$ cat src/common/dpt_pkg.sv
// constants, types and helpers shared by the page translator files
package dpt_pkg;

	// widths and top bit index of the address paths
	localparam int unsigned EA_W   = 16;
	localparam int unsigned SEL_W  = 10;
	localparam int unsigned EXT_W  = 24;
	localparam int unsigned OFS_W  = 15;
	localparam int unsigned EA_HI  = 15;

	// selector values with special handling at page boundaries
	localparam logic [9:0] SEL_ZERO      = 10'h000;
	localparam logic [9:0] SEL_RESET     = 10'h001;
	localparam logic [9:0] SEL_EDS_FIRST = 10'h001;
	localparam logic [9:0] SEL_EDS_LAST  = 10'h1FF;
	localparam logic [9:0] SEL_LSW_FIRST = 10'h200;
	localparam logic [9:0] SEL_LSW_LAST  = 10'h2FF;
	localparam logic [9:0] SEL_MSW_FIRST = 10'h300;
	localparam logic [9:0] SEL_MSW_LAST  = 10'h3FF;
	localparam logic [9:0] SEL_ONE       = 10'h001;

	// field positions inside a selector
	localparam int unsigned SEL_CODE_BIT = 9;
	localparam int unsigned SEL_MSW_BIT  = 8;

	// page zero prefix of the extended address
	localparam logic [8:0] PAGE0_PREFIX = 9'h000;

	// addressing modes reported by the address generator
	typedef enum logic [2:0] {
		mode_plain,
		mode_pre_post,
		mode_reg_offset,
		mode_modulo,
		mode_bit_rev
	} dpt_mode_t;

	// trap causes
	typedef enum logic [1:0] {
		cause_none,
		cause_page_zero,
		cause_code_write
	} dpt_cause_t;

	// selector points at the code memory window
	function automatic logic is_code_sel(input logic [9:0] sel);
		return sel[SEL_CODE_BIT];
	endfunction

	// modes that wrap inside the current page
	function automatic logic is_wrap_mode(input dpt_mode_t mode);
		return (mode == mode_reg_offset) || (mode == mode_modulo) || (mode == mode_bit_rev);
	endfunction

endpackage

$ cat src/hw/dpt_addr_map.sv
// maps a selector and effective address onto the memory map
`timescale 1ns/10ps
`default_nettype none
module dpt_addr_map
	import dpt_pkg::*;
(
	input  wire logic [9:0]  sel,        // selector used for the access
	input  wire logic [15:0] ea,         // corrected effective address
	input  wire logic        is_write,   // access is a write
	output logic [23:0]      ext_addr,   // extended data space address
	output logic [23:0]      code_addr,  // code memory window address
	output logic             to_code,    // access goes to the code window
	output logic             code_msw,   // upper word half of code memory
	output dpt_cause_t       cause       // trap cause, none when legal
);

	logic windowed;

	assign windowed = ea[EA_HI];

	// lower half always hits page zero; upper half uses the selector
	always_comb begin
		if (windowed) begin
			ext_addr = {sel[8:0], ea[OFS_W-1:0]};
		end else begin
			ext_addr = {PAGE0_PREFIX, ea[OFS_W-1:0]};
		end
		code_addr = {1'b0, sel[7:0], ea[OFS_W-1:0]};
		to_code   = windowed && is_code_sel(sel);
		code_msw  = windowed && is_code_sel(sel) && sel[SEL_MSW_BIT];
		if (windowed && sel == SEL_ZERO) begin
			cause = cause_page_zero;
		end else if (windowed && is_write && is_code_sel(sel)) begin
			cause = cause_code_write;
		end else begin
			cause = cause_none;
		end
	end

endmodule
`default_nettype wire

$ cat src/hw/dpt_page_step.sv
// combinational page carry and borrow for one access
`timescale 1ns/10ps
`default_nettype none
module dpt_page_step
	import dpt_pkg::*;
(
	input  wire logic [9:0]  sel_in,      // active selector before the access
	input  wire logic        is_write,    // access is a write
	input  wire dpt_mode_t   mode,        // addressing mode
	input  wire logic        adj_up,      // pointer moved upward
	input  wire logic [15:0] ea_before,   // pointer before modification
	input  wire logic [15:0] ea_after,    // pointer after modification
	output logic [9:0]       sel_out,     // selector after the access
	output logic [15:0]      ea_out,      // corrected effective address
	output logic             carry_up,    // page incremented
	output logic             carry_down,  // page decremented
	output logic             to_base      // access fell back to base space
);

	logic crossing;
	logic ea_hi;

	// a page edge is crossed when a windowed pointer leaves the upper half
	assign crossing = ea_before[EA_HI] && !ea_after[EA_HI] && (sel_in != SEL_ZERO)
		&& (mode != mode_plain);

	// boundary handling per mode and direction
	always_comb begin
		sel_out    = sel_in;
		ea_hi      = ea_after[EA_HI];
		carry_up   = 1'b0;
		carry_down = 1'b0;
		to_base    = 1'b0;
		if (crossing) begin
			if (is_wrap_mode(mode)) begin
				ea_hi = 1'b1;
			end else if (adj_up) begin
				if ((sel_in == SEL_EDS_LAST) || (!is_write && sel_in == SEL_MSW_LAST)) begin
					ea_hi   = 1'b0;
					to_base = 1'b1;
				end else if (!is_write && sel_in == SEL_LSW_LAST) begin
					sel_out  = SEL_MSW_FIRST;
					ea_hi    = 1'b1;
					carry_up = 1'b1; // still a one-page step upward
				end else begin
					sel_out  = sel_in + SEL_ONE;
					ea_hi    = 1'b1;
					carry_up = 1'b1;
				end
			end else begin
				if (sel_in == SEL_EDS_FIRST || (!is_write && sel_in == SEL_LSW_FIRST)) begin
					ea_hi   = 1'b0;
					to_base = 1'b1;
				end else if (!is_write && sel_in == SEL_MSW_FIRST) begin
					sel_out    = SEL_LSW_LAST;
					ea_hi      = 1'b1;
					carry_down = 1'b1; // still a one-page step downward
				end else begin
					sel_out    = sel_in - SEL_ONE;
					ea_hi      = 1'b1;
					carry_down = 1'b1;
				end
			end
		end
		ea_out = {ea_hi, ea_after[OFS_W-1:0]};
	end

endmodule
`default_nettype wire

$ cat src/hw/dpt_translator.sv
// data space page translator top: selectors, carry and address mapping
//
// Overview of operation
// - separate read and write page selectors
// - carried overflow increments selector, sets bit 15
// - carried underflow decrements selector, sets bit 15
// - offset, modulo, bit-reversed wrap within page
// - boundary crossings at edges fall to base space
// - read carry bridges 0x2FF and 0x300 pages
// - upper-half access with selector zero traps
// - writes into code window trap
// - lower half always maps to page zero
// - both selectors reset to one
// - software write of zero is ignored
// - upper half maps selector pages, 32K each
`timescale 1ns/10ps
`default_nettype none
module dpt_translator
	import dpt_pkg::*;
(
	input  wire logic        core_clk,      // core clock
	input  wire logic        rst,           // synchronous reset, active high
	input  wire logic        req_valid,     // access request from the address generator
	input  wire logic        req_write,     // request is a write
	input  wire dpt_mode_t   req_mode,      // addressing mode of the request
	input  wire logic        req_adj_up,    // pointer adjusted upward
	input  wire logic [15:0] req_ea_before, // pointer before modification
	input  wire logic [15:0] req_ea_after,  // pointer after modification
	input  wire logic        sw_wr_en,      // software selector write strobe
	input  wire logic        sw_wr_dest,    // write targets the destination selector
	input  wire logic [9:0]  sw_wr_data,    // selector value to write
	output logic [9:0]       source_page_sel, // read page selector
	output logic [9:0]       dest_page_sel,   // write page selector
	output logic             rsp_valid,     // translated access valid
	output logic             rsp_write,     // translated access is a write
	output logic [15:0]      rsp_ea,        // corrected effective address
	output logic [23:0]      rsp_ext_addr,  // extended data space address
	output logic [23:0]      rsp_code_addr, // code memory window address
	output logic             rsp_to_code,   // read access targets the code window; low for writes
	output logic             rsp_code_msw,  // upper code word half
	output logic             rsp_trap,      // address error trap pulse
	output dpt_cause_t       rsp_cause,     // cause of the trap
	output logic             rsp_carry_up,  // selector was incremented
	output logic             rsp_carry_down,// selector was decremented
	output logic             rsp_to_base    // access fell back to base space
);

	logic [9:0]  src_sel_reg;
	logic [9:0]  dst_sel_reg;
	logic [9:0]  src_sel_next;
	logic [9:0]  dst_sel_next;
	logic [9:0]  active_page_sel;
	logic [9:0]  step_sel;
	logic [15:0] step_ea;
	logic        step_up;
	logic        step_down;
	logic        step_base;
	logic [23:0] map_ext;
	logic [23:0] map_code;
	logic        map_to_code;
	logic        map_msw;
	dpt_cause_t  map_cause;
	logic        trap_now;
	logic        sw_src_ok;
	logic        sw_dst_ok;

	// reads use the source selector, writes the destination selector
	assign active_page_sel = req_write ? dst_sel_reg : src_sel_reg;

	// boundary carry and borrow for the current access
	dpt_page_step u_step (
		.sel_in     (active_page_sel),
		.is_write   (req_write),
		.mode       (req_mode),
		.adj_up     (req_adj_up),
		.ea_before  (req_ea_before),
		.ea_after   (req_ea_after),
		.sel_out    (step_sel),
		.ea_out     (step_ea),
		.carry_up   (step_up),
		.carry_down (step_down),
		.to_base    (step_base)
	);

	// memory map lookup with the page the access really lands in
	dpt_addr_map u_map (
		.sel       (step_sel),
		.ea        (step_ea),
		.is_write  (req_write),
		.ext_addr  (map_ext),
		.code_addr (map_code),
		.to_code   (map_to_code),
		.code_msw  (map_msw),
		.cause     (map_cause)
	);

	assign trap_now = req_valid && (map_cause != cause_none);

	// software writes of zero leave the selector alone
	assign sw_src_ok = sw_wr_en && !sw_wr_dest && (sw_wr_data != SEL_ZERO);
	assign sw_dst_ok = sw_wr_en && sw_wr_dest && (sw_wr_data != SEL_ZERO);

	// next selector values; a software write beats a same-cycle carry
	always_comb begin
		src_sel_next = src_sel_reg;
		dst_sel_next = dst_sel_reg;
		if (req_valid && !trap_now) begin
			if (req_write) begin
				dst_sel_next = step_sel;
			end else begin
				src_sel_next = step_sel;
			end
		end
		if (sw_src_ok) begin
			src_sel_next = sw_wr_data;
		end
		if (sw_dst_ok) begin
			dst_sel_next = sw_wr_data;
		end
	end

	// source selector register
	always_ff @(posedge core_clk) begin
		if (rst) begin
			src_sel_reg <= SEL_RESET;
		end else begin
			src_sel_reg <= src_sel_next;
		end
	end

	// destination selector register
	always_ff @(posedge core_clk) begin
		if (rst) begin
			dst_sel_reg <= SEL_RESET;
		end else begin
			dst_sel_reg <= dst_sel_next;
		end
	end

	assign source_page_sel = src_sel_reg;
	assign dest_page_sel   = dst_sel_reg;

	// handshake of the translated access
	always_ff @(posedge core_clk) begin
		if (rst) begin
			rsp_valid <= 1'b0;
			rsp_write <= 1'b0;
		end else begin
			rsp_valid <= req_valid && !trap_now;
			rsp_write <= req_valid && req_write;
		end
	end

	// translated addresses, held from the last access
	always_ff @(posedge core_clk) begin
		if (rst) begin
			rsp_ea        <= 16'h0000;
			rsp_ext_addr  <= 24'h000000;
			rsp_code_addr <= 24'h000000;
			rsp_to_code   <= 1'b0;
			rsp_code_msw  <= 1'b0;
		end else if (req_valid) begin
			rsp_ea        <= step_ea;
			rsp_ext_addr  <= map_ext;
			rsp_code_addr <= map_code;
			rsp_to_code   <= map_to_code && !req_write;
			rsp_code_msw  <= map_msw;
		end
	end

	// trap and boundary event pulses
	always_ff @(posedge core_clk) begin
		if (rst) begin
			rsp_trap       <= 1'b0;
			rsp_cause      <= cause_none;
			rsp_carry_up   <= 1'b0;
			rsp_carry_down <= 1'b0;
			rsp_to_base    <= 1'b0;
		end else begin
			rsp_trap       <= trap_now;
			rsp_cause      <= trap_now ? map_cause : cause_none;
			rsp_carry_up   <= req_valid && !trap_now && step_up;
			rsp_carry_down <= req_valid && !trap_now && step_down;
			rsp_to_base    <= req_valid && !trap_now && step_base;
		end
	end

endmodule
`default_nettype wire

$ cat config.mk
export PLATFORM = sky130hd
export DESIGN_NAME = dpt_translator
export DESIGN_NICKNAME = d
export VERILOG_FILES = /design/src/common/dpt_pkg.sv /design/src/hw/dpt_addr_map.sv /design/src/hw/dpt_page_step.sv /design/src/hw/dpt_translator.sv
export SDC_FILE = /design/constraint.sdc
export NUM_CORES = 1
export LEC_CHECK = 0
export BUFFER_PORTS_ARGS = -buffer_cell sky130_fd_sc_hd__buf_2
export CORE_MARGIN = 2
export CORE_UTILIZATION = 48
export CTS_BUF_LIST = sky130_fd_sc_hd__clkbuf_4 sky130_fd_sc_hd__clkbuf_8
export DETAILED_ROUTE_END_ITERATION = 8
export HOLD_SLACK_MARGIN = 0.08
export MAX_ROUTING_LAYER = met4
export PLACE_DENSITY = 0.8
export SLEW_MARGIN = 40
export SYNTH_ARGS = -nofsm -noshare
export SYNTH_HDL_FRONTEND = slang
export SYNTH_SLANG_ARGS = --single-unit
$ cat constraint.sdc
create_clock -name core_clk -period 4.4 [get_ports core_clk]
set_input_delay 0.88 -clock core_clk [delete_from_list [all_inputs] [get_ports core_clk]]
set_output_delay 0.88 -clock core_clk [all_outputs]
set_load 0.03 [all_outputs]
==> results of run 1 <==
## cells in the mapped netlist (3+ instances only)
cell type and n:
sky130_fd_sc_hd__and2_1 9, sky130_fd_sc_hd__ha_1 3, sky130_fd_sc_hd__mux2_2 5, sky130_fd_sc_hd__o2111ai_1 6, sky130_fd_sc_hd__nand3b_1 6, sky130_fd_sc_hd__nor3b_2 3, sky130_fd_sc_hd__o21ai_1 5, sky130_fd_sc_hd__buf_4 33
sky130_fd_sc_hd__o21ai_0 12, sky130_fd_sc_hd__o31ai_1 7, sky130_fd_sc_hd__a311oi_1 6, sky130_fd_sc_hd__o211a_1 7, sky130_fd_sc_hd__a211oi_1 10, sky130_fd_sc_hd__o22ai_1 3, sky130_fd_sc_hd__a221oi_1 4, sky130_fd_sc_hd__nor3_1 14
sky130_fd_sc_hd__a22oi_1 8, sky130_fd_sc_hd__nor3_2 3, sky130_fd_sc_hd__nand4_1 7, sky130_fd_sc_hd__nand2_1 47, sky130_fd_sc_hd__a222oi_1 3, sky130_fd_sc_hd__nor2_1 51, sky130_fd_sc_hd__inv_1 8, sky130_fd_sc_hd__mux2i_1 39
sky130_fd_sc_hd__or3_1 5, sky130_fd_sc_hd__nor2b_1 5, sky130_fd_sc_hd__dfxtp_1 63, sky130_fd_sc_hd__nand3_1 12, sky130_fd_sc_hd__clkbuf_1 18, sky130_fd_sc_hd__nor3b_1 5, sky130_fd_sc_hd__a31oi_1 3, sky130_fd_sc_hd__o21a_1 4
sky130_fd_sc_hd__o211ai_1 4, sky130_fd_sc_hd__buf_2 6, sky130_fd_sc_hd__nor4_1 3, sky130_fd_sc_hd__and3_1 5, sky130_fd_sc_hd__a21oi_1 18, sky130_fd_sc_hd__a21o_1 4
## stage by stage
stage	hold WS, ps	cells	setup TNS (ps)	area, sq um	util (%)
after floorplan	591	512	0	4460	-
after detailed placement	441	761	-965	5400	61.6
final	454	777	0	5580	63.6
after global routing	481	777	0	5580	63.6
after CTS	459	777	0	5570	63.5
after global placement	435	761	-495	5400	61.6
## sequential cells by signal (all words and copies together) (netlist names), 2 cells and up
signal	cells
rsp_ext_addr	9
dest_page_sel	10
source_page_sel	10
rsp_code_addr	8
rsp_ea	16
rsp_cause	2
## area by class of cell
type,instances,area (sq um),area share (%)
multi-input combinational,381,2770,49.7
inverter,9,33.8,0.606
sequential,63,1260,22.6
timing repair buffer,200,1200,21.6
tap,108,135,2.42
clock inverter,7,47.5,0.853
clock buffer,9,124,2.22
## cells in the final DEF (no fill, tap or decap), types with 12 or more instances in the layout
| cell | instances |
|---|---|
| sky130_fd_sc_hd__a21oi_1 | 18 |
| sky130_fd_sc_hd__buf_2 | 129 |
| sky130_fd_sc_hd__buf_4 | 69 |
| sky130_fd_sc_hd__dfxtp_1 | 63 |
| sky130_fd_sc_hd__mux2i_1 | 37 |
| sky130_fd_sc_hd__nand2_1 | 47 |
| sky130_fd_sc_hd__nand3_1 | 12 |
| sky130_fd_sc_hd__nor2_1 | 51 |
| sky130_fd_sc_hd__nor3_1 | 14 |
| sky130_fd_sc_hd__o21ai_0 | 12 |
## worst max path at each step
| stage | from | slack [ps] | end |
|---|---|---|---|
| after global placement | req_write | -80 | source_page_sel[0] |
| after floorplan | req_write | 20 | dest_page_sel[3] |
| after detailed placement | req_write | -120 | source_page_sel[8] |
| final | req_write | 130 | source_page_sel[0] |
| after CTS | req_write | 230 | source_page_sel[8] |
| after global routing | req_write | 70 | source_page_sel[6] |
## metal layers
metal	vias to the layer above	track usage, %	share of wire, %
li1	2209	-	-
met1	2315	40.5	41
met2	268	53.5	49
met3	53	4.43	7.0
met4	0	12.0	3.9
met5	-	-	0
## power by group
group          internal [mW]  total [mW]  switching [mW]
clock network          0.204       0.456           0.252
logic                  0.263       0.683           0.420
registers              0.608       0.668          0.0591
total                   1.08        1.81           0.731
## worst reg2reg max path, stage by stage (launching register included)
cell and delay [ps]:
sky130_fd_sc_hd__dfxtp_1 460, sky130_fd_sc_hd__mux2i_1 170, sky130_fd_sc_hd__buf_4 170, sky130_fd_sc_hd__ha_2 220, sky130_fd_sc_hd__buf_4 150, sky130_fd_sc_hd__mux2_2 250, sky130_fd_sc_hd__a21o_1 210, sky130_fd_sc_hd__a211o_2 320
sky130_fd_sc_hd__a222oi_1 360, sky130_fd_sc_hd__nand3_1 230, sky130_fd_sc_hd__or3_4 450, sky130_fd_sc_hd__buf_4 160, sky130_fd_sc_hd__o41ai_4 210, sky130_fd_sc_hd__buf_4 200, sky130_fd_sc_hd__nand2_4 90, sky130_fd_sc_hd__a41oi_1 270
## logic make-up (layout without fill, tap and decap cells)
family	Yosys count	count (layout)	share of synthesized area [%]
DFF	63	63	28.9
AOI/OAI and AO/OA	134	134	25.3
adders and majority gates	3	3	0.861
muxes	45	45	10.6
and+or+nand+nor	198	198	25.2
buffers and inverters	68	225	9.04
other	1	1	0.0860
==> run_results.csv, run 1 <==
group,metric,value,unit
pwr,total_leakage_power,2.62,nW
clock_tree,worst_setup_hold_path_clk_slew,80,ps
pwr,power.total,1.81,mW
clock_tree,clkSinkCount,63,
worst_setup_path,critPathRequiredTime,4590,ps
yosys,syn_avg_cell_area,8.52,sq um
yosys,seq_area_frac_synth,28.9,%
yosys,synth_top_area_share,28.9,%
worst_setup_path,crit_path_cell_trace,"buf_2 > buf_12 > mux2i_4 > ha_1 > nor3b_1 > nor3_1 > o31ai_2 > mux2i_1 > a311oi_1 > or4b_4 > o41a_1 > nor4_2 > a41oi_1",
routing,vias_per_cell,6.24,
routing,detail_route.iter0.violations,424,
pwr,power_per_cell_area,324,nW/um^2
floorplanning,dieArea,9860,sq um
clock_tree,worstSkewPairLatency,350,ps
placement,numPortBuffers,129,
yosys,synth_area,4360,sq um
yosys,syn_inst,512,
worst_hold_path,timing.hold.worst.class,"flip-flop to flip-flop",
worst_setup_path,highest_fanout_seen_on_the_critical_path,9,
timing,timing_worst_slew_pin_value,642,ps
worst_hold_path,min_to,"rsp_code_addr[19]",
worst_hold_path,min_delay_src,"rsp_code_addr[19]",
timing,setup_viol,0,
timing,slew-limit-headroom,56.9,%
yosys,synth_area_leaders,"sky130_fd_sc_hd__dfxtp_1 (29%), sky130_fd_sc_hd__mux2i_1 (9.0%), sky130_fd_sc_hd__buf_4 (5.7%)",
routing,dr_total_vias,4845,
yosys,number_of_flops_mapped_to_enable_cells_by_yosys,0,
worst_setup_path,worst-endpoint-arrival,4460,ps
placement,dp_hpwl,12.1,mm
timing,timing_hold_violations_final,0,
yosys,netlist.top_cell.by_area,"sky130_fd_sc_hd__dfxtp_1",
worst_setup_path,worstReg2RegEnd,"source_page_sel[0]",
worst_setup_path,rrSetupSlack,380,ps
clock_tree,cts_hold_buffers,0,
placement,dpl_worst_slack,-124,ps
yosys,synth_fp_nets,567,
timing,max_clock_freq,234,MHz
worst_setup_path,max_stage_delay,640,ps
timing,fin_worst_skew,12.4,ps
worst_setup_path,path_depth,13,
yosys,ys_seq_elements,63,
clock_tree,cell_at_the_root_of_the_clock_tree,"sky130_fd_sc_hd__clkbuf_8",
timing,final-max-slew-violation-count,0,
placement,gp_routability_congestion,0.939,
pwr,vdd.ir_drop.worst,0.000248,V
clock_tree,numCtsBuffers,9,
clock_tree,post-cts-setup-buffer-count,0,
worst_setup_path,worst_path_dominant_cell_family,"simple AND/OR/NAND/NOR gates",
floorplanning,core-area,8760,sq um
worst_setup_path,crit_type,"primary input to flip-flop",
routing,wirelength_routed,16.0,mm
floorplanning,start_util,49.8,%
worst_hold_path,hold-path-cell-count,1,
yosys,dominantRegCellSynth,"sky130_fd_sc_hd__dfxtp_1",
outcome,run_status,"completed",
clock_tree,cts.htree.levels,3,
clock_tree,ctsResizeCount,0,
timing,fin_crit,4270,ps
worst_setup_path,slowest_stage,"sky130_fd_sc_hd__or4b_4",
global_route,grt_pass1_wl,24.5,mm
routing,drc_errors,0,
layout,insertedDiodeCount,0,
yosys,synth-async-reset-ratio,0,%
worst_setup_path,end_kind,"flip-flop",
layout,layout-area-overhead-vs-synth,27.9,%
worst_setup_path,critical_path_buf_inv_count,2,
global_route,grt_overflow_total,0,
timing,unrepaired_setup_endpoints_after_global_routing,"no",
timing,final.period_utilization,97.0,%
routing,route.detailed.wl_per_inst,20.6,um
layout,fillCellCount,740,
global_route,grt_antenna_before_repair,0,
floorplanning,fp.dieW,99.3,um
timing,setup_slack,132,ps
run,timing.max_cap.violations,0,
clock_tree,cts_max_path_buffers,2,
floorplanning,ios,146,
floorplanning,placementRows,34,
yosys,synth.lib_cells_used.distinct,88,
global_route,grt_start_max_net_pins,49,
global_route,track_usage,32.4,%
layout,final_net_count,719,
layout,drive_above_1_share,39.3,%
worst_setup_path,critPathLaunchType,"primary input",
worst_setup_path,worst_reg2reg_startpoint,"dest_page_sel[0]",
clock_tree,cts_tree,"yes",
global_route,grt_pass1_vias,4555,
routing,number_of_detailed_routing_iterations_run_before_antenna_repair,8,
yosys,synth_warnings,0,
routing,ant_nets,0,
floorplanning,fp.dieH,99.3,um
worst_setup_path,reg2reg_depth,15,
No activity file was read; power rests on OpenSTA's default activity.
==> run 2: changes to the inputs <==
- CORE_UTILIZATION: 48 -> 50
- SYNTH_HIERARCHICAL: not set -> 1
==> run 2 against run 1 <==
Effect of this change: sequential power increased by 39%; synthesized cell count grew 12%; synthesized area rose by 22%; final area rose by 11%; critical path depth up 1; first-iteration DRC count shrank 32%; via count decreased by 4.0%; die area rose by 16%; wire length is 12% lower; fmax grew 3.3%; sequential cell count grew 31; largest power group is now registers.
==> run_results.csv, run 2 <==
group,metric,value,unit
outcome,run_status,"completed",
pwr,fraction_of_power_consumed_by_the_clock_network,29.2,%
yosys,dominantRegCellSynth,"sky130_fd_sc_hd__dfxtp_1",
placement,dp_hpwl,10.6,mm
yosys,synth_area_leaders,"sky130_fd_sc_hd__dfxtp_1 (35%), sky130_fd_sc_hd__mux2i_1 (16%), sky130_fd_sc_hd__buf_4 (8.2%)",
yosys,synth_fp_nets,629,
clock_tree,clkSinkCount,94,
yosys,synth-async-reset-ratio,0,%
routing,route.detailed.wl_per_inst,17.3,um
timing,final-max-slew-violation-count,0,
worst_setup_path,crit_type,"primary input to flip-flop",
layout,final_net_count,732,
worst_setup_path,critPathRequiredTime,4620,ps
layout,finalNonFillerCells,817,
yosys,ys_seq_elements,94,
pwr,vdd.ir_drop.worst,0.000225,V
global_route,grt_overflow_total,0,
routing,vias_per_cell,5.69,
layout,layout-area-overhead-vs-synth,16.3,%
run,timing.max_cap.violations,0,
yosys,synth_area,5310,sq um
worst_setup_path,worst-endpoint-arrival,4360,ps
yosys,number_of_flops_mapped_to_enable_cells_by_yosys,0,
yosys,synth_area_in_compound_gates,14.7,%
global_route,track_usage,25.1,%
floorplanning,placementRows,37,
global_route,grt_start_max_net_pins,41,
routing,detail_route.iter0.violations,288,
layout,layout.cells.most_common,"sky130_fd_sc_hd__buf_2",
yosys,synth_warnings,6,
yosys,syn_avg_cell_area,9.27,sq um
floorplanning,fp.dieH,107,um
placement,place_inst,800,
timing,final.period_utilization,93.9,%
clock_tree,cts_max_path_buffers,2,
floorplanning,start_util,51.4,%
timing,whs,481,ps
timing,setup_viol,0,
placement,postPlaceCellArea,5940,sq um
yosys,syn_inst,573,
pwr,power_switching,705,uW
routing,drc_errors,0,
pwr,switching_share,33.5,%
floorplanning,fp.dieW,107,um
yosys,netlist.top_cell.by_area,"sky130_fd_sc_hd__dfxtp_1",
worst_hold_path,timing.hold.worst.class,"flip-flop to flip-flop",
pwr,power_frac_seq,44.3,%
placement,numPortBuffers,130,
layout,insertedDiodeCount,0,
yosys,synth_top_family_by_area,"multiplexers",
clock_tree,numCtsBuffers,9,
timing,fin_worst_skew,11.6,ps
layout,fillCellCount,902,
yosys,seq_area_frac_synth,35.4,%
timing,fin_tns_setup,0,ps
global_route,grt_pass1_wl,22.0,mm
floorplanning,core-area,10300,sq um
pwr,intPower,1.40,mW
global_route,grt_pass1_vias,4362,
clock_tree,worst_setup_hold_path_clk_slew,100,ps
global_route,grt_antenna_before_repair,0,
clock_tree,cts.htree.levels,3,
clock_tree,cts_hold_buffers,0,
yosys,synth.lib_cells_used.distinct,68,
timing,max_clock_freq,242,MHz
routing,number_of_detailed_routing_iterations_run_before_antenna_repair,5,
yosys,adder_cell_fraction_of_synth_area,0.943,%
pwr,power.total,2.10,mW
worst_setup_path,highest_fanout_seen_on_the_critical_path,11,
placement,gp_routability_congestion,0.881,
layout,final_cell_mix,"sky130_fd_sc_hd__buf_2 (129), sky130_fd_sc_hd__dfxtp_1 (94), sky130_fd_sc_hd__mux2i_1 (86), sky130_fd_sc_hd__nor2_1 (80), sky130_fd_sc_hd__buf_4 (62)",
clock_tree,cts_tree,"yes",
yosys,yosysMostFrequentCell,"sky130_fd_sc_hd__dfxtp_1",
routing,ant_nets,0,
timing,timing_worst_slew_pin_value,696,ps
pwr,power_frac_comb,26.5,%
clock_tree,post-cts-setup-buffer-count,0,
timing,timing_hold_violations_final,0,
worst_setup_path,end_kind,"flip-flop",
layout,largest_registers_in_the_final_layout,"rsp_code_addr: 24 flops, rsp_ext_addr: 24 flops, rsp_ea: 16 flops",
routing,dr_total_vias,4652,
worst_setup_path,critPathLaunchType,"primary input",
yosys,synth_top_area_share,35.4,%
timing,slew-limit-headroom,53.6,%
yosys,synthSimpleGateAreaFrac,17.6,%
floorplanning,ios,146,
routing,wirelength_routed,14.1,mm
timing,fin_crit,4130,ps
yosys,commonest_cells_post_synth,"sky130_fd_sc_hd__dfxtp_1 (94), sky130_fd_sc_hd__mux2i_1 (86), sky130_fd_sc_hd__nor2_1 (81)",
pwr,power_per_cell_area,341,nW/um^2
floorplanning,dieArea,11500,sq um
yosys,synthMuxAreaShare,18.3,%
layout,drive_above_1_share,35.5,%
timing,unrepaired_setup_endpoints_after_global_routing,"no",
clock_tree,cell_at_the_root_of_the_clock_tree,"sky130_fd_sc_hd__clkbuf_8",
yosys,synth-xor-area-share,0,%
pwr,total_leakage_power,2.90,nW
layout,stdcell_area,6170,sq um
clock_tree,worstSkewPairLatency,380,ps
run 2: power groups by stage:
| stage | Combinational (mW) | Sequential (mW) | Clock [mW] |
|---|---|---|---|
| 3_5_place_dp | 0.548 | 0.950 | 0 |
| 5_1_grt | 0.595 | 0.936 | 0.663 |
| 4_1_cts | 0.550 | 0.931 | 0.628 |
| 2_1_floorplan | 0.302 | 1.04 | 0 |
| 3_3_place_gp | 0.537 | 0.947 | 0 |
| 6_report | 0.558 | 0.931 | 0.614 |
run 2: critical path, stage by stage:
cell,delay (ps)
sky130_fd_sc_hd__buf_2,240
sky130_fd_sc_hd__mux2_2,400
sky130_fd_sc_hd__ha_1,190
sky130_fd_sc_hd__nor2b_1,130
sky130_fd_sc_hd__or2_1,230
sky130_fd_sc_hd__a2111oi_1,420
sky130_fd_sc_hd__buf_4,190
sky130_fd_sc_hd__o311a_1,140
sky130_fd_sc_hd__a2bb2oi_1,260
sky130_fd_sc_hd__nor3_1,130
sky130_fd_sc_hd__and3_1,260
sky130_fd_sc_hd__and4bb_4,510
sky130_fd_sc_hd__mux2i_1,270
sky130_fd_sc_hd__a211oi_1,100
run 2: cells by family after synthesis:
kind of cell               count (synthesis)
buffers and inverters                    108
DFF                                       94
other                                      1
and+or+nand+nor                          174
adders and majority gates                  4
muxes                                     96
AOI/OAI and AO/OA                         96
run 2: routing by layer:
metal	track usage, %	up-vias	part of all wire [%]
li1	-	2223	-
met1	31.4	2214	43
met2	40.0	184	48
met3	4.80	31	6.5
met4	10.1	0	2.7
met5	-	-	0
run 2: area by class of cell:
cell class | instances | area [sq um] | area share (%)
repair buffers | 191 | 1110 | 18.0
well taps | 136 | 170 | 2.76
inverters | 9 | 33.8 | 0.547
flip-flops and latches | 94 | 1880 | 30.5
clock buffers | 10 | 138 | 2.23
clock inverters | 6 | 73.8 | 1.20
multi-input cells | 371 | 2770 | 44.8
run 2: final timing paths:
path	to	slack, ps	cells after the start	from
max	dest_page_sel[2]	270	14	req_write
min	rsp_to_code	480	2	rsp_to_code
max reg2reg	dest_page_sel[2]	690	14	dest_page_sel[0]
min reg2reg	rsp_to_code	480	2	rsp_to_code
run 2: stage by stage:
stage | utilization, % | setup WS (ps)
floorplan | - | 91.9
global placement | 57.5 | -114
detailed placement | 57.6 | -152
CTS | 59.6 | 231
global route | 59.8 | 65.0
finish | 59.8 | 267
run 2: timing repair:
action                                  CTS  global route
gates resized for setup                   0             2
endpoints found under the setup margin    0             5
endpoints found under the hold margin     0             0
